**src/odc_pkg.sv**
```systemverilog
package odc_pkg;
   localparam int CH_N        = 8;
   localparam int BITS_FRAME  = 8;
   localparam logic [7:0] LATCH_RST = 8'h00;
   localparam logic [7:0] SHIFT_RST = 8'h00;
   localparam int CLK_MHZ     = 100;
   // Fault blanking time after a commanded change on channels 0 and 1.
   localparam int BLANK_US    = 150;
   localparam int BLANK_CYC   = BLANK_US * CLK_MHZ;
   localparam int PAR_CH_N    = 2;

   typedef struct packed {
      logic sel_n;
      logic sck;
      logic mosi;
   } odc_spi_t;

   typedef enum logic [2:0] {
      ODC_IDLE  = 3'b001,
      ODC_FRAME = 3'b010,
      ODC_DONE  = 3'b100
   } odc_state_t;
endpackage

```
**src/odc_par_chan.sv**
```systemverilog
`timescale 1ns/1ps
// Fault checker for one parallel-driven channel.
module odc_par_chan
   import odc_pkg::*;
#(
   parameter int BLANK = BLANK_CYC
) (
   input  wire logic ref_clk,
   input  wire logic sys_rst,
   input  wire logic drive_active,
   input  wire logic cmd_on,
   input  wire logic out_state,
   input  wire logic comp_high,
   output logic      feedback
);
   logic [31:0] blank_q;
   logic [31:0] blank_d;
   logic        on_prev_q;
   logic        on_prev_d;
   logic        fault_q;
   logic        fault_d;

   always_comb begin
      on_prev_d = cmd_on;
      blank_d   = blank_q;
      fault_d   = fault_q;
      if (cmd_on != on_prev_q) begin
         blank_d = 32'(BLANK);
      end else if (blank_q != 32'h0) begin
         blank_d = blank_q - 32'h1;
      end
      if (!drive_active) begin
         fault_d = 1'b0;
      end else if (blank_q == 32'h0 && cmd_on == on_prev_q
                   && out_state != cmd_on) begin
         fault_d = 1'b1;
      end
   end

   always_ff @(posedge ref_clk or posedge sys_rst) begin
      if (sys_rst) begin
         blank_q   <= 32'h0;
         on_prev_q <= 1'b0;
         fault_q   <= 1'b0;
      end else begin
         blank_q   <= blank_d;
         on_prev_q <= on_prev_d;
         fault_q   <= fault_d;
      end
   end

   // Under parallel drive a high bit means no fault; otherwise status.
   always_comb begin
      if (drive_active) begin
         feedback = ~fault_q;
      end else begin
         feedback = comp_high;
      end
   end

   a_blank_no_fault: assert property (
      @(posedge ref_clk) disable iff (sys_rst)
      (blank_q != 32'h0 && drive_active && fault_q == 1'b0)
      |=> fault_q == 1'b0)
      else $error("fault latched during blanking");
endmodule

```
**src/odc_serial_ctrl.sv**
```systemverilog
`timescale 1ns/1ps
module odc_serial_ctrl
   import odc_pkg::*;
#(
   parameter int CH    = CH_N,
   parameter int BLANK = BLANK_CYC
) (
   input  wire logic          ref_clk,
   input  wire logic          sys_rst,
   input  wire logic          reset_n,
   input  wire odc_spi_t      spi_in,
   output logic               miso_o,
   output logic               miso_oe,
   input  wire logic [1:0]    parallel_drive_n,
   input  wire logic [CH-1:0] comp_above_ref,
   input  wire logic [CH-1:0] out_of_sat,
   output logic [CH-1:0]      driver_on,
   output logic [CH-1:0]      channel_command_bits
);
   odc_spi_t        s1_q;
   odc_spi_t        s2_q;
   odc_spi_t        s3_q;
   logic [1:0]      r1_q;
   logic [1:0]      r2_q;
   logic [1:0]      pd1_q;
   logic [1:0]      pd2_q;
   logic [CH-1:0]   cmp1_q;
   logic [CH-1:0]   cmp2_q;
   logic [CH-1:0]   oos1_q;
   logic [CH-1:0]   oos2_q;
   odc_state_t      st_q;
   odc_state_t      st_d;
   logic [CH-1:0]   sh_q;
   logic [CH-1:0]   sh_d;
   logic [CH-1:0]   lat_q;
   logic [CH-1:0]   lat_d;
   logic [CH-1:0]   flt_q;
   logic [CH-1:0]   flt_d;
   logic [CH-1:0]   drv_q;
   logic [CH-1:0]   drv_d;
   logic [2:0]      cnt_q;
   logic [2:0]      cnt_d;
   logic            full_q;
   logic            full_d;
   logic            miso_q;
   logic            miso_d;
   logic            sel_fall;
   logic            sel_rise;
   logic            sck_rise;
   logic            sck_fall;
   logic            chip_rst;
   logic [1:0]      pd_act;
   logic [CH-1:0]   cmd_on;
   logic [CH-1:0]   channel_feedback_bits;

   // Two-stage synchronisers, three stages for reset_n and the SPI lines; only stage two and later are read.
   always_ff @(posedge ref_clk or posedge sys_rst) begin
      if (sys_rst) begin
         s1_q  <= '{sel_n: 1'b1, sck: 1'b0, mosi: 1'b0};
         s2_q  <= '{sel_n: 1'b1, sck: 1'b0, mosi: 1'b0};
         s3_q  <= '{sel_n: 1'b1, sck: 1'b0, mosi: 1'b0};
         r1_q  <= 2'h0;
         r2_q  <= 2'h0;
         pd1_q <= 2'h3;
         pd2_q <= 2'h3;
         cmp1_q <= '0;
         cmp2_q <= '0;
         oos1_q <= '0;
         oos2_q <= '0;
      end else begin
         s1_q  <= spi_in;
         s2_q  <= s1_q;
         s3_q  <= s2_q;
         r1_q  <= {r1_q[0], ~reset_n};
         r2_q  <= r1_q;
         pd1_q <= parallel_drive_n;
         pd2_q <= pd1_q;
         cmp1_q <= comp_above_ref;
         cmp2_q <= cmp1_q;
         oos1_q <= out_of_sat;
         oos2_q <= oos1_q;
      end
   end

   assign chip_rst = r2_q[1];
   assign pd_act   = ~pd2_q;
   assign sel_fall = s3_q.sel_n & ~s2_q.sel_n;
   assign sel_rise = ~s3_q.sel_n & s2_q.sel_n;
   assign sck_rise = ~s3_q.sck & s2_q.sck & ~s2_q.sel_n;
   assign sck_fall = s3_q.sck & ~s2_q.sck & ~s2_q.sel_n;

   // Serial bit ORed with parallel drive; serial on always wins.
   always_comb begin
      cmd_on    = lat_q;
      cmd_on[0] = lat_q[0] | pd_act[0];
      cmd_on[1] = lat_q[1] | pd_act[1];
   end
   assign driver_on            = drv_q;
   assign channel_command_bits = lat_q;

   genvar g;
   generate
      for (g = 0; g < CH; g++) begin : g_fb
         if (g < PAR_CH_N) begin : g_par
            odc_par_chan #(.BLANK(BLANK)) u_par (
               .ref_clk      (ref_clk),
               .sys_rst      (sys_rst),
               .drive_active (pd_act[g]),
               .cmd_on       (cmd_on[g]),
               .out_state    (~cmp2_q[g]),
               .comp_high    (cmp2_q[g]),
               .feedback     (channel_feedback_bits[g])
            );
         end else begin : g_stat
            assign channel_feedback_bits[g] = cmp2_q[g];
         end
      end
   endgenerate

   always_comb begin
      st_d   = st_q;
      sh_d   = sh_q;
      lat_d  = lat_q;
      cnt_d  = cnt_q;
      full_d = full_q;
      miso_d = miso_q;
      flt_d  = flt_q | (driver_on & oos2_q);
      if (!s2_q.sel_n) begin
         flt_d = '0;
      end
      case (st_q)
         ODC_IDLE: begin
            if (sel_fall) begin
               sh_d   = channel_feedback_bits;
               miso_d = channel_feedback_bits[CH-1];
               cnt_d  = 3'h0;
               full_d = 1'b0;
               st_d   = ODC_FRAME;
            end
         end
         ODC_FRAME: begin
            if (sck_rise) begin
               miso_d = sh_q[CH-1];
            end
            if (sck_fall) begin
               sh_d   = {sh_q[CH-2:0], s2_q.mosi};
               cnt_d  = cnt_q + 3'h1;
               full_d = (cnt_q == 3'(BITS_FRAME - 1));
            end
            if (sel_rise) begin
               st_d = ODC_DONE;
            end
         end
         ODC_DONE: begin
            if (full_q) begin
               lat_d = sh_q;
            end
            st_d = ODC_IDLE;
         end
         default: st_d = ODC_IDLE;
      endcase
      if (chip_rst) begin
         lat_d = LATCH_RST;
         flt_d = '0;
      end
      // Reset turns every driver off, parallel-driven ones included.
      drv_d = chip_rst ? '0 : (cmd_on & ~flt_d);
   end

   always_ff @(posedge ref_clk or posedge sys_rst) begin
      if (sys_rst) begin
         st_q   <= ODC_IDLE;
         sh_q   <= SHIFT_RST;
         lat_q  <= LATCH_RST;
         flt_q  <= '0;
         cnt_q  <= 3'h0;
         full_q <= 1'b0;
         miso_q <= 1'b0;
         drv_q  <= '0;
      end else begin
         st_q   <= st_d;
         sh_q   <= sh_d;
         lat_q  <= lat_d;
         flt_q  <= flt_d;
         cnt_q  <= cnt_d;
         full_q <= full_d;
         miso_q <= miso_d;
         drv_q  <= drv_d;
      end
   end

   assign miso_o  = miso_q;
   assign miso_oe = ~s2_q.sel_n;

   a_oe_in_frame: assert property (
      @(posedge ref_clk) disable iff (sys_rst)
      miso_oe |-> (st_q == ODC_FRAME || sel_fall))
      else $error("miso enabled outside a frame");
   a_load_status: assert property (
      @(posedge ref_clk) disable iff (sys_rst)
      (st_q == ODC_IDLE && sel_fall) |=> sh_q == $past(channel_feedback_bits))
      else $error("shift register not loaded on select fall");
   a_shift_msb: assert property (
      @(posedge ref_clk) disable iff (sys_rst)
      (st_q == ODC_FRAME && sck_fall && !sel_rise)
      |=> sh_q[0] == $past(s2_q.mosi))
      else $error("mosi bit not shifted in");
   a_latch_load: assert property (
      @(posedge ref_clk) disable iff (sys_rst)
      (st_q == ODC_DONE && full_q && !chip_rst) |=> lat_q == $past(sh_q))
      else $error("latch not loaded from shift register");
   a_idle_hold: assert property (
      @(posedge ref_clk) disable iff (sys_rst)
      (st_q == ODC_IDLE && !sel_fall) |=> $stable(sh_q))
      else $error("shift register changed while deselected");
   a_partial_drop: assert property (
      @(posedge ref_clk) disable iff (sys_rst)
      (st_q == ODC_DONE && !full_q && !chip_rst) |=> $stable(lat_q))
      else $error("partial frame reached the latch");
   a_reset_clear: assert property (
      @(posedge ref_clk) disable iff (sys_rst)
      chip_rst |=> lat_q == LATCH_RST && driver_on == '0)
      else $error("reset did not clear latch and drivers");
   a_or_drive: assert property (
      @(posedge ref_clk) disable iff (sys_rst)
      ((lat_q[0] || pd_act[0]) && !flt_d[0] && !chip_rst) |=> driver_on[0])
      else $error("channel 0 not driven on");
   a_fault_off: assert property (
      @(posedge ref_clk) disable iff (sys_rst)
      (driver_on[2] && oos2_q[2] && s2_q.sel_n) |=> !driver_on[2])
      else $error("fault latch did not turn channel off");
   a_sel_clear: assert property (
      @(posedge ref_clk) disable iff (sys_rst)
      !s2_q.sel_n |=> flt_q == '0)
      else $error("select low did not clear fault latches");
endmodule

```
**config.mk**
```make
export PLATFORM = sky130hd
export DESIGN_NAME = odc_serial_ctrl
export DESIGN_NICKNAME = d
export VERILOG_FILES = /design/src/odc_pkg.sv /design/src/odc_par_chan.sv /design/src/odc_serial_ctrl.sv
export SDC_FILE = /design/constraint.sdc
export NUM_CORES = 1
export LEC_CHECK = 0
export BUFFER_PORTS_ARGS = -buffer_cell sky130_fd_sc_hd__buf_4
export CAP_MARGIN = 40
export CORE_MARGIN = 1.5
export CORE_UTILIZATION = 35
export CTS_CLUSTER_SIZE = 20
export DETAILED_ROUTE_END_ITERATION = 10
export SYNTH_ARGS = -nofsm -noshare
export SYNTH_HDL_FRONTEND = slang
export SYNTH_SLANG_ARGS = --single-unit
```
**constraint.sdc**
```tcl
create_clock -name ref_clk -period 6.8 [get_ports ref_clk]
set_input_delay 1.02 -clock ref_clk [delete_from_list [all_inputs] [get_ports ref_clk]]
set_output_delay 1.02 -clock ref_clk [all_outputs]
set_load 0.02 [all_outputs]
```
==> results.cfg, run 1 <==
[clock_network]
clk_latency_ps = 420
post_cts_buffers = 0
clock_sinks = 155
cts_tree = built
cts_resized = 0
clk_path_buf_depth = 2
clockRootBuffer = clkbuf_16
clk_pin_slew_worst_paths_ps = 70
numCtsBuffers = 17
hold_buffers = 0
h-tree-depth = 4

[routing]
vias_per_cell = 5.22
ant_nets = 0
dr_total_vias = 4621
first_pass_iters = 6
drt-total-wl_um = 13300
first_iter_violations = 406
drc = 0
avgRoutedWirePerCell_um = 15.0

[sta]
fin_setup_tns_ps = 0
final-hold-violation-count = 0
setup_violations = 0
skew_ps = 7.98
worst_slack_ps = 3770
grt_setup_unrepaired = no
fin_hold_ws_ps = 344
timing.final.crit_share_pct = 44.6
slew_viol_final = 0
timing.fmax_ghz = 0.330
worst_pin_slew_ps = 882
slew_headroom_pct = 40.8
fin_crit_ps = 3030

[synthesis]
netlist.area_leader.share_pct = 56.5
syn_area_per_cell_um2 = 10.8
ys_ff_latch = 155
ys_warn_count = 0
synth-main-ff-cell = dfrtp_1
yosys.area.top_type = dfrtp_1
synthCells = 600
synth_cell_types = 54
synth_area_leaders = dfrtp_1 (57%), nor2_1 (4.2%), dfstp_2 (3.2%)
synth_enable_flop_cells = 0
async_reset_ff_share_pct = 100
syn_area_mm2 = 0.00651
ys_seq_area_share_pct = 59.8
syn-num-nets = 628

[die]
die_w_um = 139
core-area_mm2 = 0.0181
ios = 42
initial_utilization_pct = 36.0
die-area_mm2 = 0.0194
rows = 49
fp.dieH_um = 139

[worst_setup_path]
rrSetupSlack_ps = 3770
cp_top_family = simple AND/OR/NAND/NOR gates
r2r-start = g_fb[1].g_par.u_par.blank_q[25]$_DFFE_PP0N_
crit_fanout = 20
r2r_end = g_fb[1].g_par.u_par.blank_q[4]$_DFFE_PP0N_
worst-r2r-cell-count = 5
cpPeakStageDelay_ps = 780
endpoint_kind = register
crit_type = register to register
path_buf_inv = 0
cp.required_ps = 7150
cp_slowest_cell = nand4_1
cp.arrival_ps = 3380
crit_chain = or4_1 > nor3_2 > nand4_1 > and4_1 > o21ai_1
crit_path_start_kind = register

[worst_hold_path]
holdPathEnd = s2_q[1]$_DFF_PP0_
hold-path-cell-count = 0
hold_path.startpoint = s1_q[1]$_DFF_PP0_
min_path_type = register to register

[status]
status = completed

[layout]
instances_no_fill = 886
area_delta_synth_final_pct = 17.8
postLayoutCoreUtil_pct = 42.4
drive_above_1_share_pct = 16.3
antennaDiodeCount = 0
largest_reg_flops = 64
design_area_mm2 = 0.00767
final.fill_count = 1657
regMostFlops = g_fb.g_par.u_par.blank_q
layout.nets = 672

[global_route]
grt-ovfl-total = 0
grt_pass1_wl_um = 23200
grt_max_degree = 90
grtUsageMet3_pct = 3.44
grt_pass1_vias = 4716
met1_usage_pct = 19.3
track_usage_pct = 14.8
grtUsageMet2_pct = 24.2
busiest_layer = met2
antenna_found_initial = 0

[pwr]
ir_worst_vdd_v = 0.000208
total_power_mw = 2.11
leakagePower_nw = 3.33
powerDensity_mw_per_mm2 = 276

[place]
gp_congestion = 0.824
placed_area_mm2 = 0.00706
place_inst = 854
dpl_worst_slack_ps = 3830
portBuffers = 41
hpwl_um = 8780

[job]
maxCapViolCount = 0
## final cells by class
class                           instances  area [µm²]  share of cell area [%]
Inverter                               14        57.6                   0.751
Clock inverter                         15         180                    2.35
Sequential cell                       155        3890                    50.7
Multi-Input combinational cell        409        2480                    32.3
Clock buffer                           17         425                    5.55
Timing Repair Buffer                   47         353                    4.60
Tap cell                              229         287                    3.74
## worst register-to-register path: cells and delay by family, from the launching register on
family             cells  cell delay (ps)
AOI/OAI and AO/OA      1              110
DFF                    1              430
and+or+nand+nor        4             2430
## worst max-delay path by stage
| stage | cells after the start | from | slack, ps | endpoint |
|---|---|---|---|---|
| CTS | 7 | g_fb[0].g_par.u_par.blank_q[0]$_DFFE_PP0N_ | 3790 | g_fb[0].g_par.u_par.blank_q[18]$_DFFE_PP0N_ |
| global placement | 5 | g_fb[1].g_par.u_par.blank_q[25]$_DFFE_PP0N_ | 3920 | g_fb[1].g_par.u_par.blank_q[4]$_DFFE_PP0N_ |
| detailed placement | 5 | g_fb[1].g_par.u_par.blank_q[27]$_DFFE_PP0N_ | 3830 | g_fb[1].g_par.u_par.blank_q[4]$_DFFE_PP0N_ |
| global route | 7 | g_fb[0].g_par.u_par.blank_q[0]$_DFFE_PP0N_ | 3410 | g_fb[0].g_par.u_par.blank_q[19]$_DFFE_PP0N_ |
| floorplan | 1 | sys_rst | 1620 | channel_command_bits[0]$_DFFE_PP0P_ |
| finish | 5 | g_fb[1].g_par.u_par.blank_q[25]$_DFFE_PP0N_ | 3770 | g_fb[1].g_par.u_par.blank_q[4]$_DFFE_PP0N_ |
## cell families (layout without fill, tap and decap cells)
logic type	after synthesis	after routing	synth area share [%]
buffers and inverters	36	93	2.19
AO/OA/AOI/OAI	114	114	11.0
flip-flops	155	155	59.8
XOR/XNOR	28	28	3.77
AND/OR/NAND/NOR	246	246	19.9
multiplexers	17	17	2.61
adder cells (fa/ha/maj)	4	4	0.769
## layout by cell type (no fill, tap or decap), types with 8 or more instances in the layout
| cell | n |
|---|---|
| dfrtp_1 | 147 |
| nor2_1 | 72 |
| buf_4 | 47 |
| nand2_1 | 45 |
| a21oi_1 | 35 |
| o21ai_0 | 29 |
| nor3_1 | 21 |
| mux2i_1 | 17 |
| clkbuf_16 | 17 |
| or3_1 | 16 |
| xnor2_1 | 14 |
| or4_1 | 14 |
| nor4_1 | 14 |
| xor2_1 | 14 |
| nand3_1 | 13 |
| inv_1 | 13 |
| nand2b_1 | 10 |
| a31oi_1 | 8 |
| o211ai_1 | 8 |
| dfstp_2 | 8 |
## metal layers
metal / share of wire, % / up-vias / routed length (µm)
li1: - / 2237 / -
met1: 47 / 2282 / 6210
met2: 49 / 90 / 6520
met3: 3.3 / 12 / 442
met4: 1.1 / 0 / 143
met5: 0 / - / 0
## cells in the mapped netlist (3+ instances only)
cell      count
buf_2         3
a21oi_1      35
nor3_1       21
o21ai_0      29
nand2_1      45
o211ai_1      8
or2_2         4
a31oi_1       8
nor3b_1       7
nor4_1       14
ha_1          4
o41ai_1       4
nand3_1      13
clkbuf_1     17
o21ai_1       3
nand2b_1     10
dfrtp_1     147
nand4_1       5
a211oi_1      3
o31ai_1       5
and4_1        3
nand4b_1      3
a21o_1        4
dfstp_2       8
inv_1        14
and3_1        3
or4_1        14
nor2b_1       4
xnor2_1      14
mux2i_1      17
a31o_2        4
or3_1        16
nor2_1       72
xor2_1       14
## power by group
group          total, mW  switching, mW  internal [mW]  leakage, nW
Sequential          1.01         0.0415          0.972         1.94
Clock              0.960          0.405          0.555        0.292
Combinational      0.141         0.0860         0.0553         1.09
(Power assumes the default switching activity.)
==> inputs of run 2 (changes only) <==
--- a/config.mk
+++ b/config.mk
@@ -5,6 +5,7 @@
 export SDC_FILE = /design/constraint.sdc
 export NUM_CORES = 1
 export LEC_CHECK = 0
+export ABC_AREA = 1
 export BUFFER_PORTS_ARGS = -buffer_cell sky130_fd_sc_hd__buf_4
 export CAP_MARGIN = 40
 export CORE_MARGIN = 1.5
==> constraint.sdc (replaced) <==
create_clock -name ref_clk -period 2.5 [get_ports ref_clk]
set_input_delay 0.375 -clock ref_clk [delete_from_list [all_inputs] [get_ports ref_clk]]
set_output_delay 0.375 -clock ref_clk [all_outputs]
set_load 0.02 [all_outputs]
==> run 2 against run 1 <==
Combinational power rose to 5.5 times the previous value; flip-flop and latch count stayed put; die area is 11% higher; highest routed layer unchanged.
==> results.cfg, run 2 <==
[synthesis]
synth.most_common_cell = nand2_1
synthCells = 840
yosys.area.top_type = dfrtp_1
syn_area_mm2 = 0.00725
ys_warn_count = 0
netlist.area_leader.share_pct = 50.7
synth_compound_area_share_pct = 6.87
syn_area_per_cell_um2 = 8.63
synth_simple_gate_area_share_pct = 31.1
synth-main-ff-cell = dfrtp_1
synth_fa_ha_area_share_pct = 0.690
ys_ff_latch = 155
synth_area_leaders = dfrtp_1 (51%), nand2_1 (9.5%), nor2_1 (7.2%)
synth_commonest_cells = nand2_1 (183), dfrtp_1 (147), nor2_1 (140)
synth_enable_flop_cells = 0
synth_mux_area_share_pct = 0
async_reset_ff_share_pct = 100
syn-num-nets = 868
synthXorXnorAreaFrac_pct = 1.33
synth_top_family_by_area = simple AND/OR/NAND/NOR gates
ys_seq_area_share_pct = 53.6
synth_cell_types = 36

[place]
portBuffers = 41
gp_congestion = 0.879
hpwl_um = 11600

[sta]
slew_viol_final = 0
fin_crit_ps = 2010
worst_pin_slew_ps = 513
fin_setup_tns_ps = 0
final-hold-violation-count = 0
grt_setup_unrepaired = no
setup_violations = 0
timing.final.crit_share_pct = 80.4
slew_headroom_pct = 65.8
skew_ps = 8.91
timing.fmax_ghz = 0.497

[worst_hold_path]
hold_path.startpoint = parallel_drive_n[1]
min_path_type = input port to register

[die]
die-area_mm2 = 0.0216
rows = 52
fp.dieH_um = 147
core-area_mm2 = 0.0203
ios = 42
initial_utilization_pct = 35.7
die_w_um = 147

[worst_setup_path]
crit_type = register to register
rrSetupSlack_ps = 490
crit_fanout = 18
endpoint_kind = register
crit_path_start_kind = register
crit_start = g_fb[0].g_par.u_par.blank_q[0]$_DFFE_PP0N_
cp.arrival_ps = 2330
r2r-start = g_fb[0].g_par.u_par.blank_q[0]$_DFFE_PP0N_
cp.required_ps = 2820

[clock_network]
cts_tree = built
clk_path_buf_depth = 2
post_cts_buffers = 0
h-tree-depth = 4
cts_resized = 0
clk_latency_ps = 420
clk_pin_slew_worst_paths_ps = 70
numCtsBuffers = 17
clock_sinks = 155
hold_buffers = 0
clockRootBuffer = clkbuf_16

[status]
status = completed

[layout]
final.fill_count = 2015
regMostFlops = g_fb.g_par.u_par.blank_q
area_delta_synth_final_pct = 16.9
largest_reg_flops = 64
antennaDiodeCount = 0
drive_above_1_share_pct = 17.0
layout_commonest_cell = nand2_1
layout.nets = 926
mostFrequentLayoutCells = nand2_1 (183), dfrtp_1 (147), nor2_1 (140), inv_1 (88), nand3_1 (67)

[global_route]
antenna_found_initial = 0
grt-ovfl-total = 0
grt_pass1_vias = 5493
grt_pass1_wl_um = 26900
grt_max_degree = 90
track_usage_pct = 15.8

[pwr]
ir_worst_vdd_v = 0.000381
leakagePower_nw = 4.13
total_power_mw = 6.24
powerDensity_mw_per_mm2 = 736

[job]
maxCapViolCount = 0

[routing]
ant_nets = 0
dr_total_vias = 5542
first_iter_violations = 274
avgRoutedWirePerCell_um = 13.5
first_pass_iters = 4
drc = 0
vias_per_cell = 4.69
drt-total-wl_um = 15900
[run 2: cell count changes after synthesis, moves of 17 or more]
cell     change
nand3_1     +54
nand2_1    +138
inv_1       +75
nor2_1      +68
mux2i_1     -17
nor2_2      +33
[run 2: cell type report]
cell class | instances | area [µm²] | area share, %
clock buffers | 19 | 453 | 5.34
clock inverters | 13 | 156 | 1.84
inverters | 93 | 353 | 4.16
multi-input cells | 580 | 2900 | 34.2
flip-flops and latches | 155 | 3890 | 45.9
well taps | 270 | 338 | 3.98
repair buffers | 51 | 395 | 4.66
[run 2: path summary, 6_finish.rpt]
check | to | cells after the start
setup / recovery | g_fb[0].g_par.u_par.blank_q[21]$_DFFE_PP0N_ | 8
hold / removal | pd1_q[1]$_DFF_PP1_ | 1
setup reg to reg | g_fb[0].g_par.u_par.blank_q[21]$_DFFE_PP0N_ | 8
hold reg to reg | s2_q[1]$_DFF_PP0_ | 0
max in group asynchronous | s1_q[2]$_DFF_PP1_ | 3
min in group asynchronous | g_fb[1].g_par.u_par.blank_q[31]$_DFFE_PP0N_ | 3
[run 2: worst max-delay path, cell delays in order (launching register included)]
cell     delay, ps
dfrtp_1        390
inv_1          100
ha_1           250
nand2_2        160
nor2_8         190
nand4_4        190
nor2_8         370
buf_4          220
nor2_2          40
[run 2: metal layers]
| layer | GRT usage [%] | wire [µm] | vias up |
|---|---|---|---|
| met5 | 0 | 0 | - |
| met4 | 5.20 | 265 | 0 |
| met3 | 4.38 | 776 | 17 |
| met2 | 24.5 | 7240 | 113 |
| met1 | 21.4 | 7660 | 2611 |
| li1 | - | - | 2801 |
[run 2: cell families after synthesis]
kind of cell               Yosys count
AOI/OAI and AO/OA                   82
xor gates and xnor gates            11
adders and majority gates            4
buffers and inverters              105
DFF                                155
and+or+nand+nor                    483
[run 2: metrics by stage]
step / area (µm²) / hold slack, ps / cells / utilization (%) / setup WS [ps]
CTS: 8480 / 34.5 / 1181 / 41.8 / 473
finish: 8480 / 54.1 / 1181 / 41.8 / 490
global placement: 7870 / 332 / 1149 / 38.8 / 529
global route: 8480 / 28.4 / 1181 / 41.8 / 330
floorplan: 7260 / 331 / 840 / - / 173
detailed placement: 7870 / 335 / 1149 / 38.8 / 470
[run 2: report_power, final]
group | switching [mW] | internal, mW
Clock | 1.09 | 1.55
Sequential | 0.108 | 2.71
Combinational | 0.522 | 0.256
